## config.mk

```make
export PLATFORM = sky130hd
export DESIGN_NAME = sfps_core
export DESIGN_NICKNAME = d
export VERILOG_FILES = /design/src/verilog/sfps_core.v
export VERILOG_INCLUDE_DIRS = /design/src /design/src/common
export SDC_FILE = /design/constraint.sdc
export NUM_CORES = 2
export LEC_CHECK = 0
export ABC_AREA = 1
export BUFFER_PORTS_ARGS = -buffer_cell sky130_fd_sc_hd__buf_2
export CELL_PAD_IN_SITES_DETAIL_PLACEMENT = 2
export CELL_PAD_IN_SITES_GLOBAL_PLACEMENT = 2
export CORE_MARGIN = 8
export CORE_UTILIZATION = 35
export CTS_BUF_LIST = sky130_fd_sc_hd__clkbuf_16
export CTS_CLUSTER_SIZE = 28
export DETAILED_ROUTE_END_ITERATION = 10
export PLACE_DENSITY = 0.73
export SYNTH_ARGS = -nofsm -noshare
export SYNTH_HDL_FRONTEND = slang
export SYNTH_SLANG_ARGS = --single-unit
```

## constraint.sdc

```tcl
create_clock -name clock_i -period 11.6 [get_ports clock_i]
set_input_delay 1.16 -clock clock_i [delete_from_list [all_inputs] [get_ports clock_i]]
set_output_delay 1.16 -clock clock_i [all_outputs]
set_load 0.01 [all_outputs]
```

## src/common/sfps_defs.vh

```
// Opcodes, status bit positions and timing figures of the write-type flash sequencer
`ifndef SFPS_DEFS_VH
`define SFPS_DEFS_VH

// Command opcodes
`define SFPS_OP_WREN 8'h06
`define SFPS_OP_WRDI 8'h04
`define SFPS_OP_VWREN 8'h50
`define SFPS_OP_WRSR 8'h01
`define SFPS_OP_RDSR1 8'h05
`define SFPS_OP_PP 8'h02
`define SFPS_OP_SE 8'h20
`define SFPS_OP_BE 8'hD8
`define SFPS_OP_CE1 8'hC7
`define SFPS_OP_CE2 8'h60

// Status register one bit positions
`define SFPS_SR1_BUSY 0
`define SFPS_SR1_WEL 1
`define SFPS_SR1_BP_LO 2
`define SFPS_SR1_BP_HI 4
`define SFPS_SR1_TB 5
`define SFPS_SR1_SEC 6
`define SFPS_SR1_STATUS_LOCK_SELECT_LOW 7

// Status register two bit positions
`define SFPS_SR2_STATUS_LOCK_SELECT_HIGH 0
`define SFPS_SR2_QE 1
`define SFPS_SR2_LB_LO 2
`define SFPS_SR2_LB_HI 5
`define SFPS_SR2_CMP 6

// Reset values of the three status registers
`define SFPS_SR1_RST 8'h00
`define SFPS_SR2_RST 8'h00
`define SFPS_SR3_RST 8'h00

// Byte count of the address frame, opcode included, and data bytes in one page
`define SFPS_ADDR_FRAME 4
`define SFPS_PAGE_BYTES 256

// Clock rate and self-timed durations in microseconds
`define SFPS_CLK_MHZ 100
`define SFPS_STATUS_WRITE_US 10000
`define SFPS_PAGE_PROGRAM_US 700
`define SFPS_SECTOR_ERASE_US 100000
`define SFPS_BLOCK_ERASE_US 500000
`define SFPS_CHIP_ERASE_US 10000000

// Cycle counts derived from the durations
`define SFPS_STATUS_WRITE_CYC (`SFPS_STATUS_WRITE_US * `SFPS_CLK_MHZ)
`define SFPS_PAGE_PROGRAM_CYC (`SFPS_PAGE_PROGRAM_US * `SFPS_CLK_MHZ)
`define SFPS_SECTOR_ERASE_CYC (`SFPS_SECTOR_ERASE_US * `SFPS_CLK_MHZ)
`define SFPS_BLOCK_ERASE_CYC (`SFPS_BLOCK_ERASE_US * `SFPS_CLK_MHZ)
`define SFPS_CHIP_ERASE_CYC (`SFPS_CHIP_ERASE_US * `SFPS_CLK_MHZ)

`endif

```

## src/verilog/sfps_core.v

```verilog
// Write-type command sequencer of a serial flash, with its program data FIFO
`timescale 1ns/1ps
`include "sfps_defs.vh"

// Synchronous FIFO between page buffer and the array programming port
module sfps_fifo #(
    parameter WIDTH = 32,
    parameter DEPTH = 32,
    parameter AW = 5
) (
    input wire clock_i,
    input wire reset_n_i,
    input wire in_valid_i,
    output wire in_ready_o,
    input wire [WIDTH-1:0] in_data_i,
    output wire out_valid_o,
    input wire out_ready_i,
    output wire [WIDTH-1:0] out_data_o
);
    reg [WIDTH-1:0] mem_reg [0:DEPTH-1];
    reg [AW:0] wr_ptr_reg;
    reg [AW:0] rd_ptr_reg;
    wire full = (wr_ptr_reg[AW] != rd_ptr_reg[AW]) &&
                (wr_ptr_reg[AW-1:0] == rd_ptr_reg[AW-1:0]);
    wire empty = (wr_ptr_reg == rd_ptr_reg);

    assign in_ready_o = ~full;
    assign out_valid_o = ~empty;
    assign out_data_o = mem_reg[rd_ptr_reg[AW-1:0]];

    // Pointers carry one extra wrap bit so full and empty stay distinct
    always @(posedge clock_i) begin
        if (!reset_n_i) begin
            wr_ptr_reg <= {(AW+1){1'b0}};
            rd_ptr_reg <= {(AW+1){1'b0}};
        end else begin
            if (in_valid_i && !full) begin
                mem_reg[wr_ptr_reg[AW-1:0]] <= in_data_i;
                wr_ptr_reg <= wr_ptr_reg + 1'b1;
            end
            if (out_ready_i && !empty)
                rd_ptr_reg <= rd_ptr_reg + 1'b1;
        end
    end
endmodule

module sfps_core #(
    parameter MEM_ADDR_W = 22,
    parameter FIFO_DEPTH = 32,
    parameter FIFO_AW = 5,
    parameter STATUS_WRITE_CYC = `SFPS_STATUS_WRITE_CYC,
    parameter PAGE_PROGRAM_CYC = `SFPS_PAGE_PROGRAM_CYC,
    parameter SECTOR_ERASE_CYC = `SFPS_SECTOR_ERASE_CYC,
    parameter BLOCK_ERASE_CYC = `SFPS_BLOCK_ERASE_CYC,
    parameter CHIP_ERASE_CYC = `SFPS_CHIP_ERASE_CYC
) (
    input wire clock_i,
    input wire reset_n_i,
    input wire cs_n_i,
    input wire sck_i,
    input wire si_i,
    output reg so_o,
    output wire so_oe_o,
    output wire [7:0] status_reg_one_o,
    output wire [7:0] status_reg_two_o,
    output wire [7:0] status_reg_three_o,
    output wire prog_valid_o,
    input wire prog_ready_i,
    output wire [23:0] prog_addr_o,
    output wire [7:0] prog_data_o,
    output reg erase_start_o,
    output reg [1:0] erase_kind_o,
    output reg [23:0] erase_addr_o
);
    localparam ST_IDLE = 2'd0;
    localparam ST_STREAM = 2'd1;
    localparam ST_WAIT = 2'd2;
    localparam [1:0] KIND_SECTOR = 2'd0;
    localparam [1:0] KIND_BLOCK = 2'd1;
    localparam [1:0] KIND_CHIP = 2'd2;
    localparam [23:0] MEM_MASK = ({24{1'b1}} >> (24 - MEM_ADDR_W));
    localparam [7:0] SR1_RST = `SFPS_SR1_RST;
    localparam [7:0] SR2_RST = `SFPS_SR2_RST;
    localparam [7:0] SR3_RST = `SFPS_SR3_RST;

    // Two-stage synchronisers; the third sck and cs flops only feed edge detection
    reg cs_s1_reg, cs_s2_reg, cs_d_reg;
    reg sck_s1_reg, sck_s2_reg, sck_d_reg;
    reg si_s1_reg, si_s2_reg;
    always @(posedge clock_i) begin
        if (!reset_n_i) begin
            cs_s1_reg <= 1'b1;
            cs_s2_reg <= 1'b1;
            cs_d_reg <= 1'b1;
            sck_s1_reg <= 1'b0;
            sck_s2_reg <= 1'b0;
            sck_d_reg <= 1'b0;
            si_s1_reg <= 1'b0;
            si_s2_reg <= 1'b0;
        end else begin
            cs_s1_reg <= cs_n_i;
            cs_s2_reg <= cs_s1_reg;
            cs_d_reg <= cs_s2_reg;
            sck_s1_reg <= sck_i;
            sck_s2_reg <= sck_s1_reg;
            sck_d_reg <= sck_s2_reg;
            si_s1_reg <= si_i;
            si_s2_reg <= si_s1_reg;
        end
    end

    wire sck_rise = sck_s2_reg & ~sck_d_reg & ~cs_s2_reg;
    wire sck_fall = ~sck_s2_reg & sck_d_reg & ~cs_s2_reg;
    wire cs_fall = ~cs_s2_reg & cs_d_reg;
    wire cs_rise = cs_s2_reg & ~cs_d_reg;

    // Command shifter state
    reg [2:0] bit_cnt_reg;
    reg [6:0] shift_reg;
    reg [9:0] byte_idx_reg;
    reg [7:0] opcode_reg;
    reg [23:0] addr_reg;
    reg [7:0] wdata1_reg, wdata2_reg, wdata3_reg;
    reg [8:0] pp_cnt_reg;
    reg [7:0] pbuf_reg [0:`SFPS_PAGE_BYTES-1];
    wire byte_done = sck_rise && (bit_cnt_reg == 3'd7);
    wire [7:0] new_byte = {shift_reg, si_s2_reg};

    // Status bits and sequencer state
    reg [7:2] sr1_reg;
    reg [6:0] sr2_reg;
    reg [6:0] sr3_reg;
    reg wel_reg, vol_arm_reg;
    reg [1:0] state_reg;
    reg [31:0] timer_reg;
    reg nv_pend_reg;
    reg [7:0] pend1_reg, pend2_reg, pend3_reg;
    reg [8:0] str_idx_reg;
    reg [8:0] str_len_reg;
    reg [7:0] str_start_reg;
    reg [15:0] str_page_reg;
    wire busy = (state_reg != ST_IDLE);

    assign status_reg_one_o = {sr1_reg, wel_reg, busy};
    assign status_reg_two_o = {1'b0, sr2_reg};
    assign status_reg_three_o = {1'b0, sr3_reg};

    // Protected-range test from the current protection bits
    function prot_hit;
        input [23:0] a;
        integer sl;
        reg [2:0] bp;
        reg [23:0] hi;
        reg inr;
        begin
            bp = sr1_reg[`SFPS_SR1_BP_HI:`SFPS_SR1_BP_LO];
            if (sr1_reg[`SFPS_SR1_SEC])
                sl = 11 + ((bp > 3'd4) ? 4 : bp);
            else
                sl = 15 + bp;
            hi = (a & MEM_MASK) >> sl;
            if (sr1_reg[`SFPS_SR1_TB])
                inr = (hi == 24'h000000);
            else
                inr = (hi == (MEM_MASK >> sl));
            if (bp == 3'd0)
                prot_hit = sr2_reg[`SFPS_SR2_CMP];
            else
                prot_hit = inr ^ sr2_reg[`SFPS_SR2_CMP];
        end
    endfunction

    // Chip erase needs every page unprotected
    reg any_prot;
    reg [2:0] bp_cur;
    always @* begin
        bp_cur = sr1_reg[`SFPS_SR1_BP_HI:`SFPS_SR1_BP_LO];
        if (bp_cur == 3'd0)
            any_prot = sr2_reg[`SFPS_SR2_CMP];
        else if (sr2_reg[`SFPS_SR2_CMP])
            any_prot = ~(prot_hit(24'h000000) & prot_hit(MEM_MASK)) |
                       (prot_hit(24'h000000) ^ prot_hit(MEM_MASK)) |
                       prot_hit(24'h000000);
        else
            any_prot = 1'b1;
    end

    // New status values from the data bytes of a status write
    reg [9:0] nbytes;
    reg [7:2] sr1_new;
    reg [6:0] sr2_new;
    reg [6:0] sr3_new;
    always @* begin
        nbytes = byte_idx_reg - 10'd1;
        sr1_new = wdata1_reg[7:2];
        sr2_new = sr2_reg;
        sr3_new = sr3_reg;
        if (nbytes == 10'd1) begin
            if (!sr2_reg[`SFPS_SR2_STATUS_LOCK_SELECT_HIGH]) begin
                sr2_new[`SFPS_SR2_CMP] = 1'b0;
                sr2_new[`SFPS_SR2_QE] = 1'b0;
            end
        end else begin
            sr2_new = wdata2_reg[6:0];
            sr2_new[`SFPS_SR2_LB_HI:`SFPS_SR2_LB_LO] =
                sr2_reg[`SFPS_SR2_LB_HI:`SFPS_SR2_LB_LO] |
                wdata2_reg[`SFPS_SR2_LB_HI:`SFPS_SR2_LB_LO];
            if (vol_arm_reg) begin
                sr2_new[`SFPS_SR2_LB_HI:`SFPS_SR2_LB_LO] =
                    sr2_reg[`SFPS_SR2_LB_HI:`SFPS_SR2_LB_LO];
                sr2_new[`SFPS_SR2_STATUS_LOCK_SELECT_HIGH] = sr2_reg[`SFPS_SR2_STATUS_LOCK_SELECT_HIGH];
            end
        end
        if (nbytes == 10'd3)
            sr3_new = wdata3_reg[6:0];
    end

    // Command frame decode at chip select rise
    wire frame_whole = cs_rise && (bit_cnt_reg == 3'd0) && (byte_idx_reg != 10'd0);
    wire is_op1 = (byte_idx_reg == 10'd1);
    wire is_addr = (byte_idx_reg == `SFPS_ADDR_FRAME);
    wire do_wren = frame_whole && !busy && is_op1 && (opcode_reg == `SFPS_OP_WREN);
    wire do_wrdi = frame_whole && !busy && is_op1 && (opcode_reg == `SFPS_OP_WRDI);
    wire do_varm = frame_whole && !busy && is_op1 && (opcode_reg == `SFPS_OP_VWREN);
    wire wrsr_ok = frame_whole && !busy && (opcode_reg == `SFPS_OP_WRSR) &&
                   (byte_idx_reg >= 10'd2) && (byte_idx_reg <= 10'd4);
    wire do_vwrsr = wrsr_ok && vol_arm_reg;
    wire do_nvwrsr = wrsr_ok && !vol_arm_reg && wel_reg;
    wire do_pp = frame_whole && !busy && (opcode_reg == `SFPS_OP_PP) &&
                 (byte_idx_reg > `SFPS_ADDR_FRAME) && wel_reg &&
                 !prot_hit(addr_reg);
    wire do_se = frame_whole && !busy && (opcode_reg == `SFPS_OP_SE) && is_addr &&
                 wel_reg && !prot_hit(addr_reg);
    wire do_be = frame_whole && !busy && (opcode_reg == `SFPS_OP_BE) && is_addr &&
                 wel_reg && !prot_hit(addr_reg);
    wire do_ce = frame_whole && !busy && is_op1 && wel_reg && !any_prot &&
                 ((opcode_reg == `SFPS_OP_CE1) || (opcode_reg == `SFPS_OP_CE2));

    // Shifting of opcode, address and data bytes on sampled clock rises
    always @(posedge clock_i) begin
        if (!reset_n_i) begin
            bit_cnt_reg <= 3'd0;
            shift_reg <= 7'h00;
            byte_idx_reg <= 10'd0;
            opcode_reg <= 8'h00;
            addr_reg <= 24'h000000;
            wdata1_reg <= 8'h00;
            wdata2_reg <= 8'h00;
            wdata3_reg <= 8'h00;
            pp_cnt_reg <= 9'd0;
        end else if (cs_fall) begin
            bit_cnt_reg <= 3'd0;
            byte_idx_reg <= 10'd0;
            pp_cnt_reg <= 9'd0;
        end else if (sck_rise) begin
            bit_cnt_reg <= bit_cnt_reg + 3'd1;
            shift_reg <= new_byte[6:0];
            if (byte_done) begin
                if (byte_idx_reg != 10'h3FF)
                    byte_idx_reg <= byte_idx_reg + 10'd1;
                case (byte_idx_reg)
                    10'd0: opcode_reg <= new_byte;
                    10'd1: begin
                        addr_reg[23:16] <= new_byte;
                        wdata1_reg <= new_byte;
                    end
                    10'd2: begin
                        addr_reg[15:8] <= new_byte;
                        wdata2_reg <= new_byte;
                    end
                    10'd3: begin
                        addr_reg[7:0] <= new_byte;
                        wdata3_reg <= new_byte;
                    end
                    default: begin
                        if (pp_cnt_reg != `SFPS_PAGE_BYTES)
                            pp_cnt_reg <= pp_cnt_reg + 9'd1;
                    end
                endcase
            end
        end
    end

    // Page buffer; the offset wraps inside the page so later bytes overwrite.
    // Offset follows the byte index, which keeps counting past a full page
    wire [7:0] pbuf_wr_ofs = addr_reg[7:0] + byte_idx_reg[7:0] - 8'h04;
    always @(posedge clock_i) begin
        if (byte_done && !busy && (opcode_reg == `SFPS_OP_PP) &&
            (byte_idx_reg >= `SFPS_ADDR_FRAME))
            pbuf_reg[pbuf_wr_ofs] <= new_byte;
    end

    // Program stream into the FIFO; its ready stalls the stream and keeps busy up
    wire [7:0] str_ofs = str_start_reg + str_idx_reg[7:0];
    wire fifo_in_valid = (state_reg == ST_STREAM);
    wire fifo_in_ready;
    wire [31:0] fifo_out;
    wire str_last = fifo_in_valid && fifo_in_ready && (str_idx_reg == str_len_reg - 9'd1);
    sfps_fifo #(
        .WIDTH(32),
        .DEPTH(FIFO_DEPTH),
        .AW(FIFO_AW)
    ) u_fifo (
        .clock_i(clock_i),
        .reset_n_i(reset_n_i),
        .in_valid_i(fifo_in_valid),
        .in_ready_o(fifo_in_ready),
        .in_data_i({str_page_reg, str_ofs, pbuf_reg[str_ofs]}),
        .out_valid_o(prog_valid_o),
        .out_ready_i(prog_ready_i),
        .out_data_o(fifo_out)
    );
    assign prog_addr_o = fifo_out[31:8];
    assign prog_data_o = fifo_out[7:0];

    // Sequencer: latch, status bits, self-timed cycles
    always @(posedge clock_i) begin
        if (!reset_n_i) begin
            sr1_reg <= SR1_RST[7:2];
            sr2_reg <= SR2_RST[6:0];
            sr3_reg <= SR3_RST[6:0];
            wel_reg <= 1'b0;
            vol_arm_reg <= 1'b0;
            state_reg <= ST_IDLE;
            timer_reg <= 32'd0;
            nv_pend_reg <= 1'b0;
            pend1_reg <= 8'h00;
            pend2_reg <= 8'h00;
            pend3_reg <= 8'h00;
            str_idx_reg <= 9'd0;
            str_len_reg <= 9'd0;
            str_start_reg <= 8'h00;
            str_page_reg <= 16'h0000;
            erase_start_o <= 1'b0;
            erase_kind_o <= KIND_SECTOR;
            erase_addr_o <= 24'h000000;
        end else begin
            erase_start_o <= 1'b0;
            if (cs_rise && !busy)
                vol_arm_reg <= do_varm;
            if (do_wren)
                wel_reg <= 1'b1;
            if (do_wrdi)
                wel_reg <= 1'b0;
            if (do_vwrsr) begin
                sr1_reg <= sr1_new;
                sr2_reg <= sr2_new;
                sr3_reg <= sr3_new;
            end
            if (do_nvwrsr) begin
                pend1_reg <= {sr1_new, 2'b00};
                pend2_reg <= {1'b0, sr2_new};
                pend3_reg <= {1'b0, sr3_new};
                nv_pend_reg <= 1'b1;
                timer_reg <= STATUS_WRITE_CYC;
                state_reg <= ST_WAIT;
            end
            if (do_pp) begin
                str_idx_reg <= 9'd0;
                str_len_reg <= pp_cnt_reg;
                // Page held apart: status polls during the stream reload the address
                str_page_reg <= addr_reg[23:8];
                str_start_reg <= (pp_cnt_reg == `SFPS_PAGE_BYTES) ? 8'h00 : addr_reg[7:0];
                timer_reg <= PAGE_PROGRAM_CYC;
                state_reg <= ST_STREAM;
            end
            if (do_se || do_be || do_ce) begin
                erase_start_o <= 1'b1;
                erase_addr_o <= addr_reg;
                state_reg <= ST_WAIT;
                if (do_se) begin
                    erase_kind_o <= KIND_SECTOR;
                    timer_reg <= SECTOR_ERASE_CYC;
                end else if (do_be) begin
                    erase_kind_o <= KIND_BLOCK;
                    timer_reg <= BLOCK_ERASE_CYC;
                end else begin
                    erase_kind_o <= KIND_CHIP;
                    timer_reg <= CHIP_ERASE_CYC;
                end
            end
            // Timer runs while streaming too; busy drops only when both are done
            if (busy && timer_reg != 32'd0)
                timer_reg <= timer_reg - 32'd1;
            case (state_reg)
                ST_IDLE: begin
                end
                ST_STREAM: begin
                    if (fifo_in_ready)
                        str_idx_reg <= str_idx_reg + 9'd1;
                    if (str_last)
                        state_reg <= ST_WAIT;
                end
                ST_WAIT: begin
                    if (timer_reg <= 32'd1) begin
                        state_reg <= ST_IDLE;
                        wel_reg <= 1'b0;
                        if (nv_pend_reg) begin
                            sr1_reg <= pend1_reg[7:2];
                            sr2_reg <= pend2_reg[6:0];
                            sr3_reg <= pend3_reg[6:0];
                            nv_pend_reg <= 1'b0;
                        end
                    end
                end
                default: state_reg <= ST_IDLE;
            endcase
        end
    end

    // Status one read: live value reloaded every byte, so busy can be polled
    reg rd_sr_reg;
    reg [2:0] out_cnt_reg;
    reg [6:0] out_shift_reg;
    assign so_oe_o = rd_sr_reg & ~cs_s2_reg;
    always @(posedge clock_i) begin
        if (!reset_n_i) begin
            rd_sr_reg <= 1'b0;
            out_cnt_reg <= 3'd0;
            out_shift_reg <= 7'h00;
            so_o <= 1'b0;
        end else if (cs_fall || cs_rise) begin
            rd_sr_reg <= 1'b0;
            out_cnt_reg <= 3'd0;
        end else begin
            if (byte_done && (byte_idx_reg == 10'd0) && (new_byte == `SFPS_OP_RDSR1))
                rd_sr_reg <= 1'b1;
            if (sck_fall && rd_sr_reg) begin
                out_cnt_reg <= out_cnt_reg + 3'd1;
                if (out_cnt_reg == 3'd0) begin
                    so_o <= status_reg_one_o[7];
                    out_shift_reg <= status_reg_one_o[6:0];
                end else begin
                    so_o <= out_shift_reg[6];
                    out_shift_reg <= {out_shift_reg[5:0], 1'b0};
                end
            end
        end
    end
endmodule
```

== Yosys cells after proc, flatten, opt, wreduce, memory -nomap -nowiden ==
Memories as Yosys holds them, arrays and structs flattened. A register that Yosys moved wholly into a read port is not among the register bits.
Cells that the tools add are included.
Widths: inputs -> output; s select.

* Bitwise operators: 26
* Muxes and demuxes: 75
* $lt $le $gt $ge: 6
* Reduce and logical (&&, ||, !) cells: 75
* Equality and inequality tests: 28
* Add/subtract/negate cells: 15
* Shift operators: 4

{| class="wikitable"
|+ Operator list
! kind !! number
|-
| $mux 32 || 6
|-
| $logic_not 24->1 || 3
|-
| $mux 7 || 10
|-
| $shr 22x32->24 const A || 2
|-
| $mux 30 || 2
|-
| $eq 24x24->1 || 2
|-
| $logic_and 1x1->1 || 42
|-
| $mux 1 || 35
|-
| $le 32x1->1 const B || 1
|-
| $reduce_bool 32->1 || 1
|-
| $shr 1x32->24 const A || 1
|-
| $shr 22x32->24 || 1
|-
| $sub 32x1->32 const B || 1
|-
| $eq 10x2->1 const B || 3
|-
| $mux 9 || 3
|-
| $eq 8x3->1 const B || 3
|-
| $mux 6 || 4
|-
| $eq 10x1->1 const B || 2
|-
| $reduce_and 4->1 || 5
|-
| $add 9x1->9 const B || 2
|-
| $add 8x8->8 || 2
|-
| $eq 8x7->1 const B || 2
|-
| $eq 8x8->1 const B || 2
|-
| $mux 5 || 3
|-
| 48 further kinds || 91
|}

* Memory bits (writable): 3072
* Memories: 2
* Output and inout port bits: 86
* Input port bits: 6
* Logic and storage cells: 271
* Flip-flop bits (word level): 239

{| class="wikitable"
|+ Memory list
! memory !! depth !! width !! read ports !! clocked after memory_dff !! wr ports !! RTL line !! text
|-
| pbuf_reg || 256 || 8 || 1 || 0 || 1 || sfps_core.v:125 || <nowiki>reg [7:0] pbuf_reg [0:`SFPS_PAGE_BYTES-1];</nowiki>
|-
| u_fifo.mem_reg || 32 || 32 || 1 || 1 || 1 || sfps_core.v:20 || <nowiki>reg [WIDTH-1:0] mem_reg [0:DEPTH-1];</nowiki>
|}

== Longest topological paths before layout ==
* Depth in word-level cells: 27
* Mapped depth: 35
* Mapped depth without buffers: 33

== Hierarchy ==
Synthesis repeated with hierarchy kept, for this count alone.

* Cells, all modules: 11874
* Area total of the unflattened synthesis: 137135.3 um^2

{| class="wikitable"
|+ Modules (own cells, without submodules)
! module !! area an instance (um^2) !! seq. area each (um^2) !! cells each !! times used
|-
| sfps_core || 94435.6 || 66043.3 || 8215 || 1
|-
| sfps_fifo || 42699.7 || 31089.8 || 3659 || 1
|}

== Worst setup path after synthesis ==
No wires, ideal clock.

* Path type: reg-to-reg
* From: register str_idx_reg[0]
* To: memory u_fifo.mem_reg[0][6], data pin
* Setup slack: 6.958 ns
* Data arrival time: 4.245 ns
* Data required time: 11.202 ns
* Path buffers: 4
* Cell stages (with the launch flop): 17
* Period minus slack after synthesis: 4.642 ns
* Path through: dfxtp_1 ha_1 fa_1 clkbuf_1 clkbuf_1 clkbuf_1 clkbuf_1 o21ai_0 o32ai_1 nand2_1 nand3_1 nand3_1 nand3_1 nand3_1 o31ai_1 nor2_1 a31oi_1

* Word-level cells in the longest chain between the ends: 2

{| class="wikitable"
|+ RTL lines
! item !! RTL line !! text
|-
| start, declared || sfps_core.v:138 || <nowiki>reg [8:0] str_idx_reg;</nowiki>
|-
| start signal, assigned || sfps_core.v:390 || <nowiki>str_idx_reg <= str_idx_reg + 9'd1;</nowiki>
|-
| $add 8x8->8 || sfps_core.v:294 || <nowiki>wire [7:0] str_ofs = str_start_reg + str_idx_reg[7:0];</nowiki>
|-
| via str_ofs[1] || sfps_core.v:294 ||
|-
| $mem_v2 256x8 || n/a ||
|-
| via u_fifo.in_data_i[6] || sfps_core.v:15 || <nowiki>input wire [WIDTH-1:0] in_data_i,</nowiki>
|-
| end, declared || sfps_core.v:20 ||
|}

The timed path passes the listed nets, and every way through them passes these cells.

==> metrics <==
min-delay src sck_s1_reg; Int Pwr slightly below 20,000 uW; fill count approximately 39,000; ys flop type edfxtp_1; first-pass GRT wire length between 700 and 800 mm; Reg-to-Reg End u_fifo.mem_reg[10][7]; DIE HEIGHT about 640 um; Data arrival, critical path between 6 and 7 ns; Port Buffers 89; Clock Sinks around 3,300; setup TNS 0 ns; # resized after CTS 0; die width approximately 640 um; Placement Rows approximately 230; maximum VDD drop around 0.00010 V; per-cell routed wire length 30.8 um; #FFs+latches synth 3,316; Power per Cell Area between 150 and 200 nW/um^2; leakage just over 0.05 uW; vias in the first global route between 100k and 150k; max FFs per register just over 2,000; clk root buf clkbuf_16; GRT Total Usage 23.8%; largest net degree at the start of global routing ~210; Psw 5320 uW; critical path peak fanout 84; fin. max-slew vios 1; Worst-path clk slew ~0.060 ns; r2r setup slk roughly 4.7 ns; Finish-stage setup viols 0; Slew headroom -5.07%; final global-route overflow total 0; H-Tree Depth 5; Num CTS Buffers 350; Post-synth EDFFs around 3,100; detailed placement HPWL around 280 mm; antenna violations before repair 21; hold endpoint sck_s2_reg; crit path max-delay cell type buf_4; number of routed nets with antenna violations 0; Area growth, synth to finish 12.5%; clock buffer depth 4; Fin. Hold Viols 0; max cap viols 0; RSZ-0062 raised after global routing no; most frequent cells in the layout edfxtp_1 (3,072), nor2_1 (2,569), o21ai_0 (1,235); Mapped Cells around 11,000; commonest non-fill, non-tap cell in the layout edfxtp_1; Switching Fraction 21.7%; Finished Core Util between 30 and 40%; register area share after synthesis just over 70%; final setup margin 4.29 ns; worst-skew pair later-pin latency between 0.9 and 1 ns; Post-CTS Setup Bufs 0; Clock Power Share between 40% and 50%; outcome complete, but fails checks; final worst path period need 7.31 ns; pre-CTS setup slack roughly 4.7 ns; Post-Route WL 502 mm; Hold Buf Count CTS 0; Least-Margin Pin Slew between 1.5 and 2 ns; FMAX 137 MHz; Yosys cell types approximately 60; post-route clock period utilization a little over three fifths; Reg power frac ~53%; CP Buf/Inv Count 4; skew final 0.0731 ns; Via Count ~96,000; Min-Delay Path Depth 2; Initial Util a little over a third; nets between 10,000 and 15,000; crit path launch type flop; Ports just over 90; Critical Path End Type primary output; routability cong. ~0.8; Via density ~6; FF-to-FF Start str_idx_reg[0]; Worst Hold Class flop to flop; layout cell share with drive strength beyond 1 7.60%; DR iter-0 viols around 9,000; CTS tree done; R2R depth 12; CP cell instances buf_4, buf_4, buf_4, o21ai_0, o22ai_1, o21ai_0, o21ai_0, nor2_1, a31oi_1, buf_2; CP delay by family, top buffers and inverters; CP peak stage delay roughly 0.84 ns; failing checks max-slew violations; asr flop ratio synth 0%; core area between 300,000 and 400,000 um^2; Crit Path Class flop to primary output; Worst EP required ~10 ns; drt drc 0; Synth Warn # 0; DR pass1 iterations 6; part of the power in combinational logic roughly 1.9%; mapped cell area ~130,000 um^2; Die ar. 405,000 um^2; Mean Syn Cell Area between 10 and 15 um^2
## worst reg2reg max path, delay by kind of cell, from the launching register on
kind                       cells  cell delay, ns
buffers and inverters          3            2.65
AOI/OAI and AO/OA              2            1.62
and+or+nand+nor                6            1.32
DFF                            1            0.48
adders and majority gates      1            0.42
## routing by layer
layer	vias up	part of all wire [%]	track usage, %
met1	51186	40	30.2
met5	-	0.012	0
li1	40578	-	-
met3	1012	5.9	3.13
met4	10	3.9	8.81
met2	3585	50	41.5
## power groups by stage
stage	logic [uW]	registers, uW	clock network (uW)
6_report	456	12900	11200
5_1_grt	489	12900	11700
4_1_cts	456	12900	11400
3_5_place_dp	442	13100	0
3_3_place_gp	405	13100	0
2_1_floorplan	267	13100	0
## how the worst max path moves through the flow
stage	startpoint	endpoint	slack [ns]	depth (start not counted)
final	flop	prog_data_o[6]	4.29	10
after global routing	flop	prog_data_o[6]	4.02	10
after CTS	flop	prog_data_o[6]	4.25	10
after detailed placement	str_idx_reg[0]	u_fifo.mem_reg[22][7]	4.72	12
after global placement	str_idx_reg[0]	u_fifo.mem_reg[8][1]	4.99	12
after floorplan	str_idx_reg[0]	u_fifo.mem_reg[0][6]	6.96	16
## final cells by class
class	instances	area (um^2)	share of cell area [%]
clock buffer	355	8880	5.86
clock inverter	276	2210	1.46
tap	5060	6330	4.18
antenna	6	15.0	0.00990
inverter	285	1120	0.736
timing repair buffer	247	1820	1.20
sequential	3316	97200	64.1
multi-input combinational	6754	34000	22.5
## metrics by stage
stage	total power [uW]	instance area [um^2]	instances	hold slack, ns
5_1_grt	25100	152000	16294	0.416
6_report	24600	152000	16299	0.414
2_1_floorplan	13400	135000	11132	0.390
3_3_place_gp	13600	140000	15661	0.407
4_1_cts	24700	152000	16293	0.371
3_5_place_dp	13600	140000	15662	0.410
## synthesized netlist by cell type, types with 6 or more instances
library cell	n	area, um^2
a211oi_1	33	248
a21oi_1	175	876
a221o_1	9	90.1
a221oi_1	16	140
a31oi_1	129	807
a32o_1	8	80.1
a32oi_1	25	219
buf_1	51	191
buf_2	14	70.1
buf_4	9	67.6
clkbuf_1	698	2620
dfxtp_1	244	4880
edfxtp_1	3072	92200
ha_1	48	601
inv_1	265	995
inv_2	15	56.3
nand2_1	925	3470
nand2_2	6	37.5
nand3_1	530	2650
nand4_1	34	213
nor2_1	2601	9760
nor3_1	43	215
nor4_1	17	106
o211ai_1	12	90.1
o21ai_0	1235	6180
o21ai_1	13	65.1
o21bai_1	15	113
o221ai_1	192	1680
o22ai_1	67	419
o31ai_1	9	67.6
o32ai_1	512	4480
xnor2_1	16	140
xor2_1	37	324
## cells by family after synthesis
| kind of cell | after synthesis | share of synthesized area, % |
|---|---|---|
| DFF | 3316 | 72.1 |
| other | 1 | 0.00278 |
| buffers and inverters | 1062 | 3.02 |
| xor gates and xnor gates | 53 | 0.345 |
| and+or+nand+nor | 4186 | 12.4 |
| adders and majority gates | 50 | 0.476 |
| AOI/OAI and AO/OA | 2463 | 11.6 |
Note: power is estimated with default switching activity, not from simulation.
